[src/design/tie_defines.vh]
// Register map, field layout and reset values of the timer interrupt-enable bank
`ifndef TIE_DEFINES_VH
`define TIE_DEFINES_VH

`define TIE_ADDR_W           8
`define TIE_OFF_IRQ_EN_CLR   8'h24
`define TIE_OFF_IRQ_EN_SET   8'h28
`define TIE_OFF_IRQ_FLAG     8'h2C
`define TIE_OFF_GUARD        8'h40
`define TIE_OFF_IRQ_STAT     8'h44
`define TIE_OFF_IRQ_MASK     8'h48

`define TIE_EN_W             20
`define TIE_EN_MASK          20'hFF80F
`define TIE_EN_RESET         20'h00000
`define TIE_CH_LSB           16
`define TIE_HARD_LSB         14
`define TIE_SOFT_B_BIT       13
`define TIE_SOFT_A_BIT       12
`define TIE_DEBUG_BIT        11
`define TIE_ERR_BIT          3
`define TIE_CYCLE_BIT        2
`define TIE_RETRIG_BIT       1
`define TIE_OVF_BIT          0

`define TIE_EVT_W            3
`define TIE_EVT_BAD_ADDR     0
`define TIE_EVT_GUARD_BLOCK  1
`define TIE_EVT_TIMER_IRQ    2
`define TIE_EVT_RESET        3'h0

`endif

[src/design/tie_w1_bank.v]
// Bank of write-one-to-set and write-one-to-clear bits with a readback
`timescale 1ns/100ps
module tie_w1_bank #(
	parameter W           = 20,
	parameter [W-1:0] IMP = {W{1'b1}}
) (
	input  wire         pclk,
	input  wire         presetn,
	input  wire [W-1:0] set_ones,
	input  wire [W-1:0] clr_ones,
	output reg  [W-1:0] value
);
	// Bits outside IMP are not implemented and stay zero
	always @(posedge pclk or negedge presetn) begin
		if (!presetn) begin
			value <= {W{1'b0}};
		end else begin
			value <= ((value & ~clr_ones) | set_ones) & IMP;
		end
	end
endmodule // tie_w1_bank

[src/design/tie_irq_enable.v]
// APB register bank holding the shared interrupt-enable mask of the control timer
`timescale 1ns/100ps
`include "tie_defines.vh"
module tie_irq_enable #(
	parameter EW = `TIE_EN_W
) (
	input  wire                     pclk,
	input  wire                     presetn,
	input  wire                     psel,
	input  wire                     penable,
	input  wire                     pwrite,
	input  wire [31:0]              paddr,
	input  wire [31:0]              pwdata,
	input  wire [3:0]               pstrb,
	output reg  [31:0]              prdata,
	output reg                      pready,
	output reg                      pslverr,
	input  wire [EW-1:0]            timer_flags,
	output reg                      timer_irq,
	output reg  [EW-1:0]            irq_enable,
	output reg                      block_irq
);
	wire [EW-1:0]      mask_value;
	reg  [EW-1:0]      flag_hold;
	reg                guard;
	reg  [`TIE_EVT_W-1:0] evt_stat;
	reg  [`TIE_EVT_W-1:0] evt_mask;
	reg  [EW-1:0]      next_set;
	reg  [EW-1:0]      next_clr;
	reg  [31:0]        next_rdata;
	reg                next_err;
	reg  [`TIE_EVT_W-1:0] evt_now;
	reg  [EW-1:0]      wr_bits;
	wire               setup;
	wire               do_wr;
	wire [7:0]         addr;
	wire               fire;

	// No wait state: answer in the first access cycle
	assign setup = psel & ~penable;
	assign do_wr = psel & penable & pwrite & pready;
	assign addr  = paddr[7:0];
	assign fire  = |(flag_hold & mask_value);

	always @* begin
		next_set   = {EW{1'b0}};
		next_clr   = {EW{1'b0}};
		next_rdata = 32'h00000000;
		next_err   = 1'b0;
		evt_now    = {`TIE_EVT_W{1'b0}};
		wr_bits    = pwdata[EW-1:0];
		if (setup) begin
			if (paddr[31:8] != 24'h000000) begin
				next_err = 1'b1;
			end else if (addr == `TIE_OFF_IRQ_EN_CLR || addr == `TIE_OFF_IRQ_EN_SET) begin
				next_rdata[EW-1:0] = mask_value;
			end else if (addr == `TIE_OFF_IRQ_FLAG) begin
				next_rdata[EW-1:0] = flag_hold;
			end else if (addr == `TIE_OFF_GUARD) begin
				next_rdata[0] = guard;
			end else if (addr == `TIE_OFF_IRQ_STAT) begin
				next_rdata[`TIE_EVT_W-1:0] = evt_stat;
			end else if (addr == `TIE_OFF_IRQ_MASK) begin
				next_rdata[`TIE_EVT_W-1:0] = evt_mask;
			end else begin
				next_err = 1'b1;
			end
			if (next_err) begin
				evt_now[`TIE_EVT_BAD_ADDR] = 1'b1;
			end
		end
		// Writes take effect at the access edge; a guarded write is dropped
		if (do_wr && !pslverr && pstrb != 4'h0) begin
			if (addr == `TIE_OFF_IRQ_EN_CLR) begin
				if (guard) begin
					evt_now[`TIE_EVT_GUARD_BLOCK] = 1'b1;
				end else begin
					next_clr = wr_bits;
				end
			end else if (addr == `TIE_OFF_IRQ_EN_SET) begin
				if (guard) begin
					evt_now[`TIE_EVT_GUARD_BLOCK] = 1'b1;
				end else begin
					next_set = wr_bits;
				end
			end
		end
		if (fire) begin
			evt_now[`TIE_EVT_TIMER_IRQ] = 1'b1;
		end
	end

	tie_w1_bank #(
		.W   (EW),
		.IMP (`TIE_EN_MASK)
	) u_mask (
		.pclk     (pclk),
		.presetn  (presetn),
		.set_ones (next_set),
		.clr_ones (next_clr),
		.value    (mask_value)
	);

	always @(posedge pclk or negedge presetn) begin
		if (!presetn) begin
			prdata     <= 32'h00000000;
			pready     <= 1'b0;
			pslverr    <= 1'b0;
			flag_hold  <= `TIE_EN_RESET;
			guard      <= 1'b0;
			evt_stat   <= `TIE_EVT_RESET;
			evt_mask   <= `TIE_EVT_RESET;
			timer_irq  <= 1'b0;
			irq_enable <= `TIE_EN_RESET;
			block_irq  <= 1'b0;
		end else begin
			pready <= setup;
			if (setup) begin
				prdata  <= next_rdata;
				pslverr <= next_err;
			end else if (pready) begin
				pslverr <= 1'b0;
			end
			flag_hold  <= timer_flags & `TIE_EN_MASK;
			timer_irq  <= fire;
			irq_enable <= mask_value;
			// Set beats clear for events landing on the clearing write
			if (do_wr && !pslverr && addr == `TIE_OFF_IRQ_STAT && pstrb[0]) begin
				evt_stat <= (evt_stat & ~pwdata[`TIE_EVT_W-1:0]) | evt_now;
			end else begin
				evt_stat <= evt_stat | evt_now;
			end
			if (do_wr && !pslverr && pstrb[0]) begin
				if (addr == `TIE_OFF_GUARD) begin
					guard <= pwdata[0];
				end else if (addr == `TIE_OFF_IRQ_MASK) begin
					evt_mask <= pwdata[`TIE_EVT_W-1:0];
				end
			end
			block_irq <= |((evt_stat | evt_now) & evt_mask);
		end
	end
endmodule // tie_irq_enable

[config.mk]
export PLATFORM = sky130hd
export DESIGN_NAME = tie_irq_enable
export DESIGN_NICKNAME = d
export VERILOG_FILES = /design/src/design/tie_w1_bank.v /design/src/design/tie_irq_enable.v
export VERILOG_INCLUDE_DIRS = /design/src /design/src/design
export SDC_FILE = /design/constraint.sdc
export NUM_CORES = 1
export LEC_CHECK = 0
export BUFFER_PORTS_ARGS = -buffer_cell sky130_fd_sc_hd__buf_2
export CAP_MARGIN = 20
export CELL_PAD_IN_SITES_DETAIL_PLACEMENT = 0
export CELL_PAD_IN_SITES_GLOBAL_PLACEMENT = 2
export CORE_MARGIN = 5
export CORE_UTILIZATION = 28
export CTS_CLUSTER_DIAMETER = 80
export DETAILED_ROUTE_END_ITERATION = 6
export PLACE_DENSITY = 0.84
export SYNTH_ARGS = -nofsm -noshare
export SYNTH_HDL_FRONTEND = slang
export SYNTH_HIERARCHICAL = 1
export SYNTH_SLANG_ARGS = --single-unit
[constraint.sdc]
create_clock -name pclk -period 2 [get_ports pclk]
set_clock_uncertainty 0.15 [all_clocks]
set_input_delay 0.2 -clock pclk [delete_from_list [all_inputs] [get_ports pclk]]
set_output_delay 0.2 -clock pclk [all_outputs]
set_load 0.05 [all_outputs]
==> reports/metrics.csv, run 1 <==
stage,metric,value,unit
run_status,status,"complete, no violations",
power,vdd.ir_drop.worst,0.000355,V
yosys,yosys_warnings,6,
clocking,clk_pin_slew_worst_paths,60,ps
timing,rsz0062_at_grt,false,
clocking,post_cts_buffers,0,
critical_path,worstRegToRegCells,7,
timing,fin_tns_setup,0,ps
power,swShare,0.239,
critical_path,cp-end-kind,flip-flop,
hold_path,min_path_type,in2reg,
critical_path,startpoint_type,flip-flop,
power,seqPwrFrac,0.437,
cells_and_area,drive_above_1_share,0.355,
timing,tightest_slew,577,ps
clocking,clockBufferDepth,2,
cells_and_area,final_common_cell,buf_2,
floorplan,dieArea,14300,um^2
critical_path,rr_endpoint,u_mask/value[18],
timing,timing.final.crit_period,1820,ps
power,switching_power,0.000882,W
cells_and_area,fillers,1172,
critical_path,path_buf_inv,2,
yosys,netlist_area,3350,um^2
critical_path,r2r_setup_slack,180,ps
critical_path,critical-path-top-delay-family,simple AND/OR/NAND/NOR gates,
power,clkPwrFrac,0.474,
critical_path,critPathKind,reg2reg,
cells_and_area,fin_cells,592,
hold_path,min_to,u_mask/value[19],
timing,hold_viol_final,0,
floorplan,rows,40,
floorplan,num_io_pins,149,
floorplan,core-area,11900,um^2
power,p_per_area,797,nW/um^2
timing,fin_crit_sh,0.910,
routing,dr_total_vias,2740,
clocking,htreeDepth,3,
floorplan,die_w,119,um
grt,grt_pass1_vias,2841,
timing,final_max_slew_viol_count,0,
cells_and_area,num_antenna_cells,0,
critical_path,critPathMaxStageDelay,360,ps
yosys,netlist_instances,298,
routing,wl_per_cell,15.3,um
clocking,cts_root_buffer,clkbuf_16,
cells_and_area,fin_nets,533,
grt,overflow,0,
hold_path,whs_path_depth,4,
critical_path,required,2080,ps
critical_path,critPathMaxFanout,10,
placement,io_buffers,110,
clocking,clock_latency,340,ps
critical_path,worstPathArrival,1900,ps
floorplan,initial_core_util,0.283,
power,combPwrFrac,0.089,
grt,grt_pass1_wl,14500,um
cells_and_area,final_cell_mix,"109 x buf_2, 77 x dfrtp_1, 29 x a22o_1",
yosys,syn_avg_cell_area,11.3,um^2
clocking,cts.sinks,77,
hold_path,min-delay-start,pwdata[19],
placement,gp_congestion,0.853,
routing,wl,9070,um
timing,timing.fmax,550,MHz
placement,hpwlAfterDp,7050,um
grt,antenna_found_initial,0,
routing,antenna_left,0,
critical_path,slowest_stage,dfrtp_1,
power,power.internal,0.00281,W
job,drv_cap,0,
cells_and_area,area_growth,37.9,%
clocking,cts_tree,built,
routing,firstDrtPassIters,4,
routing,drcViolationCount,0,
routing,drt_iter0_drc,114,
critical_path,cp_cell_sequence,nand4_1 -> nor3_2 -> nand3_1 -> buf_4 -> nor2_1 -> inv_1 -> a21o_1,
grt,grt_max_degree,45,
grt,grt_usage,0.129,
floorplan,die_y,119,um
timing,hold_slack,44.1,ps
timing,max_slew_margin,0.615,
power,p_leak,2.43,nW
clocking,numCtsBuffers,9,
placement,placedCellCount,559,
timing,finalSetupViolations,0,
routing,viasPerCell,4.63,
critical_path,r2r-start,pready,
==> per-layer routing <==
layer | GRT usage | routed length (um) | up-vias
li1 | - | - | 1314
met1 | 0.168 | 4010 | 1303
met2 | 0.201 | 4240 | 108
met3 | 0.0389 | 681 | 15
met4 | 0.0530 | 130 | 0
met5 | 0 | 0 | -
==> how the worst max path moves through the flow <==
stage	end	startpoint	slack (ps)	cells past startpoint
final	u_mask/value[18]	pready	180	7
after detailed placement	u_mask/value[18]	paddr[4]	-80	8
after global placement	u_mask/value[16]	paddr[4]	-50	8
after global routing	u_mask/value[18]	pready	10	7
after CTS	u_mask/value[18]	pready	40	7
after floorplan	u_mask/value[0]	pready	30	7
==> state kept, by name, summed over array words and instances, names as in the netlist <==
signal	flops
block_irq	1
guard	1
timer_irq	1
u_mask/value	13
irq_enable	20
flag_hold	13
pslverr	1
pready	1
prdata	20
evt_stat	3
evt_mask	3
==> area by class of cell <==
type	count	area, um^2	area share
well taps	147	184	0.0398
repair buffers	146	903	0.195
clock inverters	7	96.3	0.0208
multi-input cells	188	1220	0.264
flip-flops and latches	77	1930	0.417
inverters	18	67.6	0.0146
clock buffers	9	225	0.0487
==> worst min-delay path, delay by kind of cell <==
kind                   cells  cell delay, ps
and+or+nand+nor            2             140
buffers and inverters      1              80
AOI/OAI and AO/OA          1              80
==> through the flow <==
step	total power (W)	cell area [um^2]	utilization	worst slack (ps)
final	0.00369	4620	0.390	181
after global routing	0.00383	4620	0.390	12.5
after CTS	0.00374	4620	0.389	44.6
after detailed placement	0.00195	4130	0.348	-82.0
after global placement	0.00194	4130	0.348	-50.6
after floorplan	0.00182	3420	-	32.6
==> power by group through the flow <==
| stage | Clock (W) | Sequential (W) | Combinational (W) |
|---|---|---|---|
| after floorplan | 0 | 0.00168 | 0.000147 |
| after global placement | 0 | 0.00164 | 0.000300 |
| after detailed placement | 0 | 0.00164 | 0.000305 |
| after CTS | 0.00180 | 0.00161 | 0.000332 |
| after global routing | 0.00186 | 0.00161 | 0.000358 |
| final | 0.00175 | 0.00161 | 0.000328 |
==> what timing repair did <==
| action | 4_1_cts | 5_1_grt |
|---|---|---|
| hold buffers | 17 | 0 |
| endpoints found under the setup margin | 0 | 11 |
| gates resized for setup | 0 | 1 |
| endpoints found under the hold margin | 59 | 0 |
(Power assumes the default switching activity.)
==> run 2, diff against run 1 <==
--- a/config.mk
+++ b/config.mk
@@ -11,10 +11,11 @@
 export CELL_PAD_IN_SITES_DETAIL_PLACEMENT = 0
 export CELL_PAD_IN_SITES_GLOBAL_PLACEMENT = 2
 export CORE_MARGIN = 5
-export CORE_UTILIZATION = 28
+export CORE_UTILIZATION = 31
 export CTS_CLUSTER_DIAMETER = 80
 export DETAILED_ROUTE_END_ITERATION = 6
-export PLACE_DENSITY = 0.84
+export PLACE_DENSITY = 0.91
+export SETUP_SLACK_MARGIN = 0.3
 export SYNTH_ARGS = -nofsm -noshare
 export SYNTH_HDL_FRONTEND = slang
 export SYNTH_HIERARCHICAL = 1
==> constraint.sdc (replaced) <==
create_clock -name pclk -period 2.15 [get_ports pclk]
set_clock_uncertainty 0.15 [all_clocks]
set_input_delay 0.215 -clock pclk [delete_from_list [all_inputs] [get_ports pclk]]
set_output_delay 0.215 -clock pclk [all_outputs]
set_load 0.05 [all_outputs]
==> reports/metrics.csv, run 2 (synthesized netlist as in run 1, its figures left out) <==
stage,metric,value,unit,change
run_status,status,"complete, no violations",,unchanged
floorplan,dieArea,13000,um^2,"was 14,300 um^2"
cells_and_area,drive_above_1_share,0.353,,was 0.355
cells_and_area,fillers,1077,,"was 1,172"
routing,drcViolationCount,0,,unchanged
timing,hold_slack,52.5,ps,was 44.1 ps
critical_path,r2r_setup_slack,370,ps,was 180 ps
routing,antenna_left,0,,unchanged
timing,finalSetupViolations,0,,unchanged
floorplan,die_y,114,um,was 119 um
routing,wl,8740,um,was 9070 um
clocking,clock_latency,350,ps,was 340 ps
routing,viasPerCell,4.64,,was 4.63
routing,dr_total_vias,2685,,"was 2,740"
grt,gr-usage-met1,0.171,,was 0.168
timing,hold_viol_final,0,,unchanged
routing,wl_per_cell,15.1,um,was 15.3 um
power,p_leak,2.34,nW,was 2.43 nW
cells_and_area,register_area,1930,um^2,about the same
grt,grt_pass1_vias,2758,,"was 2,841"
clocking,clk_pin_slew_worst_paths,80,ps,was 60 ps
power,p_per_area,617,nW/um^2,was 797 nW/um^2
cells_and_area,largestRegisters,"irq_enable: 20 flops, prdata: 20 flops",,unchanged
critical_path,r2r-start,u_mask/value[15],,was pready
floorplan,core-area,10700,um^2,"was 11,900 um^2"
placement,io_buffers,110,,unchanged
critical_path,critPathKind,reg2reg,,unchanged
placement,placedCellCount,545,,was 559
placement,hpwlAfterDp,6760,um,was 7050 um
critical_path,startpoint_type,flip-flop,,unchanged
timing,fin_tns_setup,0,ps,unchanged
timing,timing.fmax,562,MHz,was 550 MHz
cells_and_area,final_cell_mix,"109 x buf_2, 76 x dfrtp_1, 29 x a22o_1",,"was 109 x buf_2, 77 x dfrtp_1, 29 x a22o_1"
grt,grt_pass1_wl,13700,um,"was 14,500 um"
critical_path,worstPathArrival,1850,ps,was 1900 ps
critical_path,worstRegToRegCells,4,,was 7
timing,fin_crit_sh,0.828,,was 0.910
timing,rsz0062_at_grt,true,,was false
clocking,clockBufferDepth,2,,unchanged
critical_path,critPathMaxFanout,4,,was 10
clocking,numCtsBuffers,9,,unchanged
job,drv_cap,0,,unchanged
critical_path,slowest_stage,dfrtp_1,,unchanged
clocking,cts.sinks,77,,unchanged
critical_path,cp_cell_sequence,a222oi_1 -> nand3_1 -> or3_1 -> nand2b_1,,was nand4_1 -> nor3_2 -> nand3_1 -> buf_4 -> nor2_1 -> inv_1 -> a21o_1
timing,tightest_slew,538,ps,was 577 ps
grt,overflow,0,,unchanged
floorplan,num_io_pins,149,,unchanged
critical_path,worstSetupEndpoint,evt_stat[2],,was u_mask/value[18]
grt,use_met2,0.222,,was 0.201
cells_and_area,fin_cells,579,,was 592
critical_path,startpoint,u_mask/value[15],,was pready
cells_and_area,num_antenna_cells,0,,unchanged
cells_and_area,multi_input_comb_area,1240,um^2,was 1220 um^2
placement,gp_congestion,0.817,,was 0.853
floorplan,rows,38,,was 40
grt,antenna_found_initial,0,,unchanged
timing,timing.final.crit_period,1780,ps,was 1820 ps
critical_path,critPathMaxStageDelay,440,ps,was 360 ps
grt,met3_usage,0.0340,,was 0.0389
floorplan,initial_core_util,0.312,,was 0.283
floorplan,die_w,114,um,was 119 um
clocking,cts_tree,built,,unchanged
clocking,htreeDepth,3,,unchanged
critical_path,rr_endpoint,evt_stat[2],,was u_mask/value[18]
critical_path,cp-end-kind,flip-flop,,unchanged
timing,max_slew_margin,0.637,,was 0.615
grt,grt_max_degree,41,,was 45
critical_path,required,2220,ps,was 2080 ps
cells_and_area,final_common_cell,buf_2,,unchanged
routing,firstDrtPassIters,4,,unchanged
grt,grt_busiest_layer,met2,,unchanged
power,vdd.ir_drop.worst,0.000265,V,was 0.000355 V
hold_path,min_path_type,in2reg,,unchanged
grt,grt_usage,0.136,,was 0.129
cells_and_area,area_growth,31.8,%,was 37.9%
cells_and_area,fin_nets,528,,was 533
routing,drt_iter0_drc,139,,was 114
clocking,cts_root_buffer,clkbuf_8,,was clkbuf_16
timing,final_max_slew_viol_count,0,,unchanged
[run 2: cell types whose count changed in the layout (fill, tap and decap cells not counted), sizes merged]
cell	before	now
buf	129	124
clkinv	3	4
bufinv	2	0
inv	20	19
clkinvlp	0	1
[run 2: worst min path at each step]
stage                    start          endpoint  slack (ps)  cells past startpoint
finish              pwdata[14]  u_mask/value[14]          50                      4
detailed placement     presetn         prdata[7]          70                      1
CTS                 pwdata[17]  u_mask/value[17]          30                      4
floorplan              presetn         block_irq        -230                      0
global route        pwdata[15]  u_mask/value[15]          80                      4
global placement       presetn         prdata[7]          60                      1
[run 2: critical path, delay by kind of cell (launching register included)]
family	cells	cell delay [ps]
and+or+nand+nor	3	710
DFF	1	440
AOI/OAI and AO/OA	1	370
[run 2: repair_timing]
action,in CTS,in global routing
gates cloned,0,1
setup endpoints to repair,1,15
buffers inserted,0,1
pin swaps,0,3
hold buffers,17,0
gates resized for setup,1,5
hold endpoints to repair,54,0
[run 2: per-stage QoR]
stage	total power, W	utilization	worst slack [ps]	instance area [um^2]
detailed placement	0.00180	0.376	92.6	4050
floorplan	0.00170	-	282	3420
CTS	0.00278	0.408	296	4380
global route	0.00286	0.412	295	4420
global placement	0.00180	0.376	96.3	4050
finish	0.00273	0.412	370	4420
[run 2: layout make-up]
class	instances	share of cell area
flip-flops and latches	77	0.436
multi-input cells	188	0.281
repair buffers	141	0.191
well taps	140	0.0396
clock buffers	9	0.0280
inverters	18	0.0153
clock inverters	6	0.00905
[run 2: routing by layer]
layer | vias up | wire length, um
met3 | 16 | 603
met5 | - | 0
met2 | 94 | 4090
met1 | 1274 | 3830
li1 | 1301 | -
met4 | 0 | 212
[run 2: power by group]
| part | switching [W] | internal [W] | leakage [nW] |
|---|---|---|---|
| Combinational | 0.000198 | 0.000104 | 1.24 |
| Sequential | 0.0000187 | 0.00148 | 1.02 |
| Clock | 0.000516 | 0.000412 | 0.0852 |
| Total | 0.000733 | 0.00199 | 2.34 |
==> run 3, diff against run 2 <==
--- a/config.mk
+++ b/config.mk
@@ -11,10 +11,10 @@
 export CELL_PAD_IN_SITES_DETAIL_PLACEMENT = 0
 export CELL_PAD_IN_SITES_GLOBAL_PLACEMENT = 2
 export CORE_MARGIN = 5
-export CORE_UTILIZATION = 31
+export CORE_UTILIZATION = 26
 export CTS_CLUSTER_DIAMETER = 80
 export DETAILED_ROUTE_END_ITERATION = 6
-export PLACE_DENSITY = 0.91
+export PLACE_DENSITY = 0.82
 export SETUP_SLACK_MARGIN = 0.3
 export SYNTH_ARGS = -nofsm -noshare
 export SYNTH_HDL_FRONTEND = slang
==> constraint.sdc (replaced) <==
create_clock -name pclk -period 1.55 [get_ports pclk]
set_clock_uncertainty 0.15 [all_clocks]
set_input_delay 0.155 -clock pclk [delete_from_list [all_inputs] [get_ports pclk]]
set_output_delay 0.155 -clock pclk [all_outputs]
set_load 0.05 [all_outputs]
==> reports/metrics.csv, run 3 (synthesized netlist as in run 1, its figures left out) <==
stage,metric,value,unit,change
clocking,postCtsHoldBufs,17,,unchanged
grt,antenna_found_initial,0,,unchanged
job,drv_cap,0,,unchanged
floorplan,core-area,12600,um^2,"was 10,700 um^2"
routing,drcViolationCount,0,,unchanged
power,power.internal,0.00355,W,was 0.00199 W
timing,hold_viol_final,1,,was 0
grt,grt_busiest_layer,met2,,unchanged
timing,worst_slack,-256,ps,was 370 ps
timing,fin_tns_setup,-3470,ps,was 0 ps
critical_path,cp-end-kind,flip-flop,,unchanged
critical_path,worstPathArrival,1870,ps,was 1850 ps
grt,overflow,0,,unchanged
floorplan,rows,41,,was 38
critical_path,slowest_stage,dfrtp_2,,was dfrtp_1
power,combPwrFrac,0.117,,was 0.111
critical_path,critPathMaxStageDelay,350,ps,was 440 ps
cells_and_area,finish.utilization,0.446,,was 0.412
cells_and_area,final_cell_mix,"76 x dfrtp_1, 68 x buf_2, 65 x buf_4",,"was 109 x buf_2, 76 x dfrtp_1, 29 x a22o_1"
timing,finalSetupViolations,23,,was 0
clocking,clk_pin_slew_worst_paths,60,ps,was 80 ps
clocking,cts_root_buffer,clkbuf_16,,was clkbuf_8
grt,grt_usage,0.134,,was 0.136
placement,io_buffers,110,,unchanged
critical_path,r2r_setup_slack,-260,ps,was 370 ps
placement,place_area,4590,um^2,was 4050 um^2
placement,gp_congestion,0.845,,was 0.817
routing,wl_per_cell,15.6,um,was 15.1 um
routing,viasPerCell,4.44,,was 4.64
grt,gr-usage-met1,0.175,,was 0.171
grt,grt_max_degree,31,,was 41
clocking,numCtsBuffers,9,,unchanged
critical_path,cp_cell_sequence,nand4_1 -> buf_4 -> or2_4 -> buf_4 -> nor3_4 -> mux2_4,,was a222oi_1 -> nand3_1 -> or3_1 -> nand2b_1
power,clkPwrFrac,0.447,,was 0.340
cells_and_area,fin_cells,664,,was 579
timing,rsz0062_at_grt,true,,unchanged
placement,hpwlAfterDp,7610,um,was 6760 um
clocking,clock_latency,330,ps,was 350 ps
routing,drt_iter0_drc,119,,was 139
routing,firstDrtPassIters,4,,unchanged
placement,placedCellCount,617,,was 545
power,switching_power,0.00123,W,was 0.000733 W
cells_and_area,final_common_cell,dfrtp_1,,was buf_2
power,p_per_area,851,nW/um^2,was 617 nW/um^2
grt,grt_pass1_vias,2955,,"was 2,758"
timing,timing.fmax,554,MHz,was 562 MHz
timing,timing.final.crit_period,1810,ps,was 1780 ps
critical_path,critical-path-top-delay-family,simple AND/OR/NAND/NOR gates,,unchanged
clocking,clockBufferDepth,2,,unchanged
critical_path,required,1620,ps,was 2220 ps
power,finalPower,0.00479,W,was 0.00273 W
timing,final_max_slew_viol_count,0,,unchanged
power,seqPwrFrac,0.435,,was 0.549
run_status,violations,"negative hold slack, negative setup slack",,
clocking,cts_tree,built,,unchanged
critical_path,path_common_cell,buf_4,,
grt,met3_usage,0.0377,,was 0.0340
floorplan,die_w,124,um,was 114 um
hold_path,min_path_type,in2reg,,unchanged
critical_path,path_buf_inv,2,,was 0
clocking,cts.sinks,77,,unchanged
power,vdd.ir_drop.worst,0.000523,V,was 0.000265 V
floorplan,die_y,124,um,was 114 um
cells_and_area,finalInstanceArea,5620,um^2,was 4420 um^2
routing,dr_total_vias,2948,,"was 2,685"
routing,wl,10400,um,was 8740 um
critical_path,startpoint_type,flip-flop,,unchanged
timing,hold_slack,-65.5,ps,was 52.5 ps
power,p_leak,2.81,nW,was 2.34 nW
floorplan,dieArea,15300,um^2,"was 13,000 um^2"
grt,use_met2,0.214,,was 0.222
critical_path,critPathMaxFanout,4,,unchanged
power,swShare,0.258,,was 0.269
run_status,status,finished with violations,,"was complete, no violations"
cells_and_area,num_antenna_cells,0,,unchanged
routing,antenna_left,0,,unchanged
critical_path,critPathKind,reg2reg,,unchanged
floorplan,initial_core_util,0.266,,was 0.312
grt,grt_pass1_wl,15600,um,"was 13,700 um"
floorplan,num_io_pins,149,,unchanged
cells_and_area,drive_above_1_share,0.502,,was 0.353
cells_and_area,fin_nets,580,,was 528
cells_and_area,largestRegisters,"irq_enable: 20 flops, prdata: 20 flops",,unchanged
clocking,htreeDepth,3,,unchanged
cells_and_area,area_growth,67.7,%,was 31.8%
timing,fin_crit_sh,1.16,,was 0.828
run 3: cell count changes in the layout (fill, tap and decap cells not counted), sizes merged:
cell	previous run	this run
bufinv	0	1
clkinvlp	1	0
clkbuf	9	19
inv	19	22
buf	124	166
clkinv	4	2
run 3: metal layers:
metal | share of wire | vias up
met4 | 0.011 | 0
met5 | 0 | -
met3 | 0.067 | 12
met2 | 0.49 | 98
li1 | - | 1414
met1 | 0.43 | 1424
run 3: area by class of cell:
cell class	count	area, um^2
Fill cell	1187	7000
Inverter	18	67.6
Tap cell	172	215
Clock inverter	7	81.3
Multi-Input combinational cell	188	1590
Clock buffer	9	225
Sequential cell	77	1930
Timing Repair Buffer	193	1520
run 3: worst paths after layout:
kind                                 start       endpoint  cells after the start
worst max-delay path                pready          guard                      6
worst min-delay path             pwdata[2]    evt_mask[2]                      2
worst max register to register      pready          guard                      6
worst min register to register  prdata[19]     prdata[19]                      1
max in group asynchronous          presetn  flag_hold[15]                      3
min in group asynchronous          presetn   flag_hold[2]                      2
run 3: power groups by stage:
| stage | logic (W) | registers [W] | clock network, W |
|---|---|---|---|
| 2_1_floorplan | 0.000203 | 0.00216 | 0 |
| 3_3_place_gp | 0.000463 | 0.00212 | 0 |
| 3_5_place_dp | 0.000469 | 0.00212 | 0 |
| 4_1_cts | 0.000542 | 0.00208 | 0.00220 |
| 5_1_grt | 0.000607 | 0.00209 | 0.00230 |
| 6_report | 0.000563 | 0.00209 | 0.00214 |
run 3: what timing repair did:
| item | in CTS | in global routing |
|---|---|---|
| cloned | 1 | 2 |
| resized for setup | 53 | 57 |
| pin swaps | 23 | 29 |
| setup endpoints to repair | 59 | 53 |
| hold endpoints to repair | 92 | 1 |
| buffers inserted | 6 | 5 |
run 3: per-stage QoR:
stage | setup slack (ps) | hold WS [ps]
final | -256 | -65.5
after detailed placement | -401 | -35.7
after CTS | -220 | -76.1
after global placement | -427 | -35.8
after floorplan | -183 | -291
after global routing | -323 | -65.8
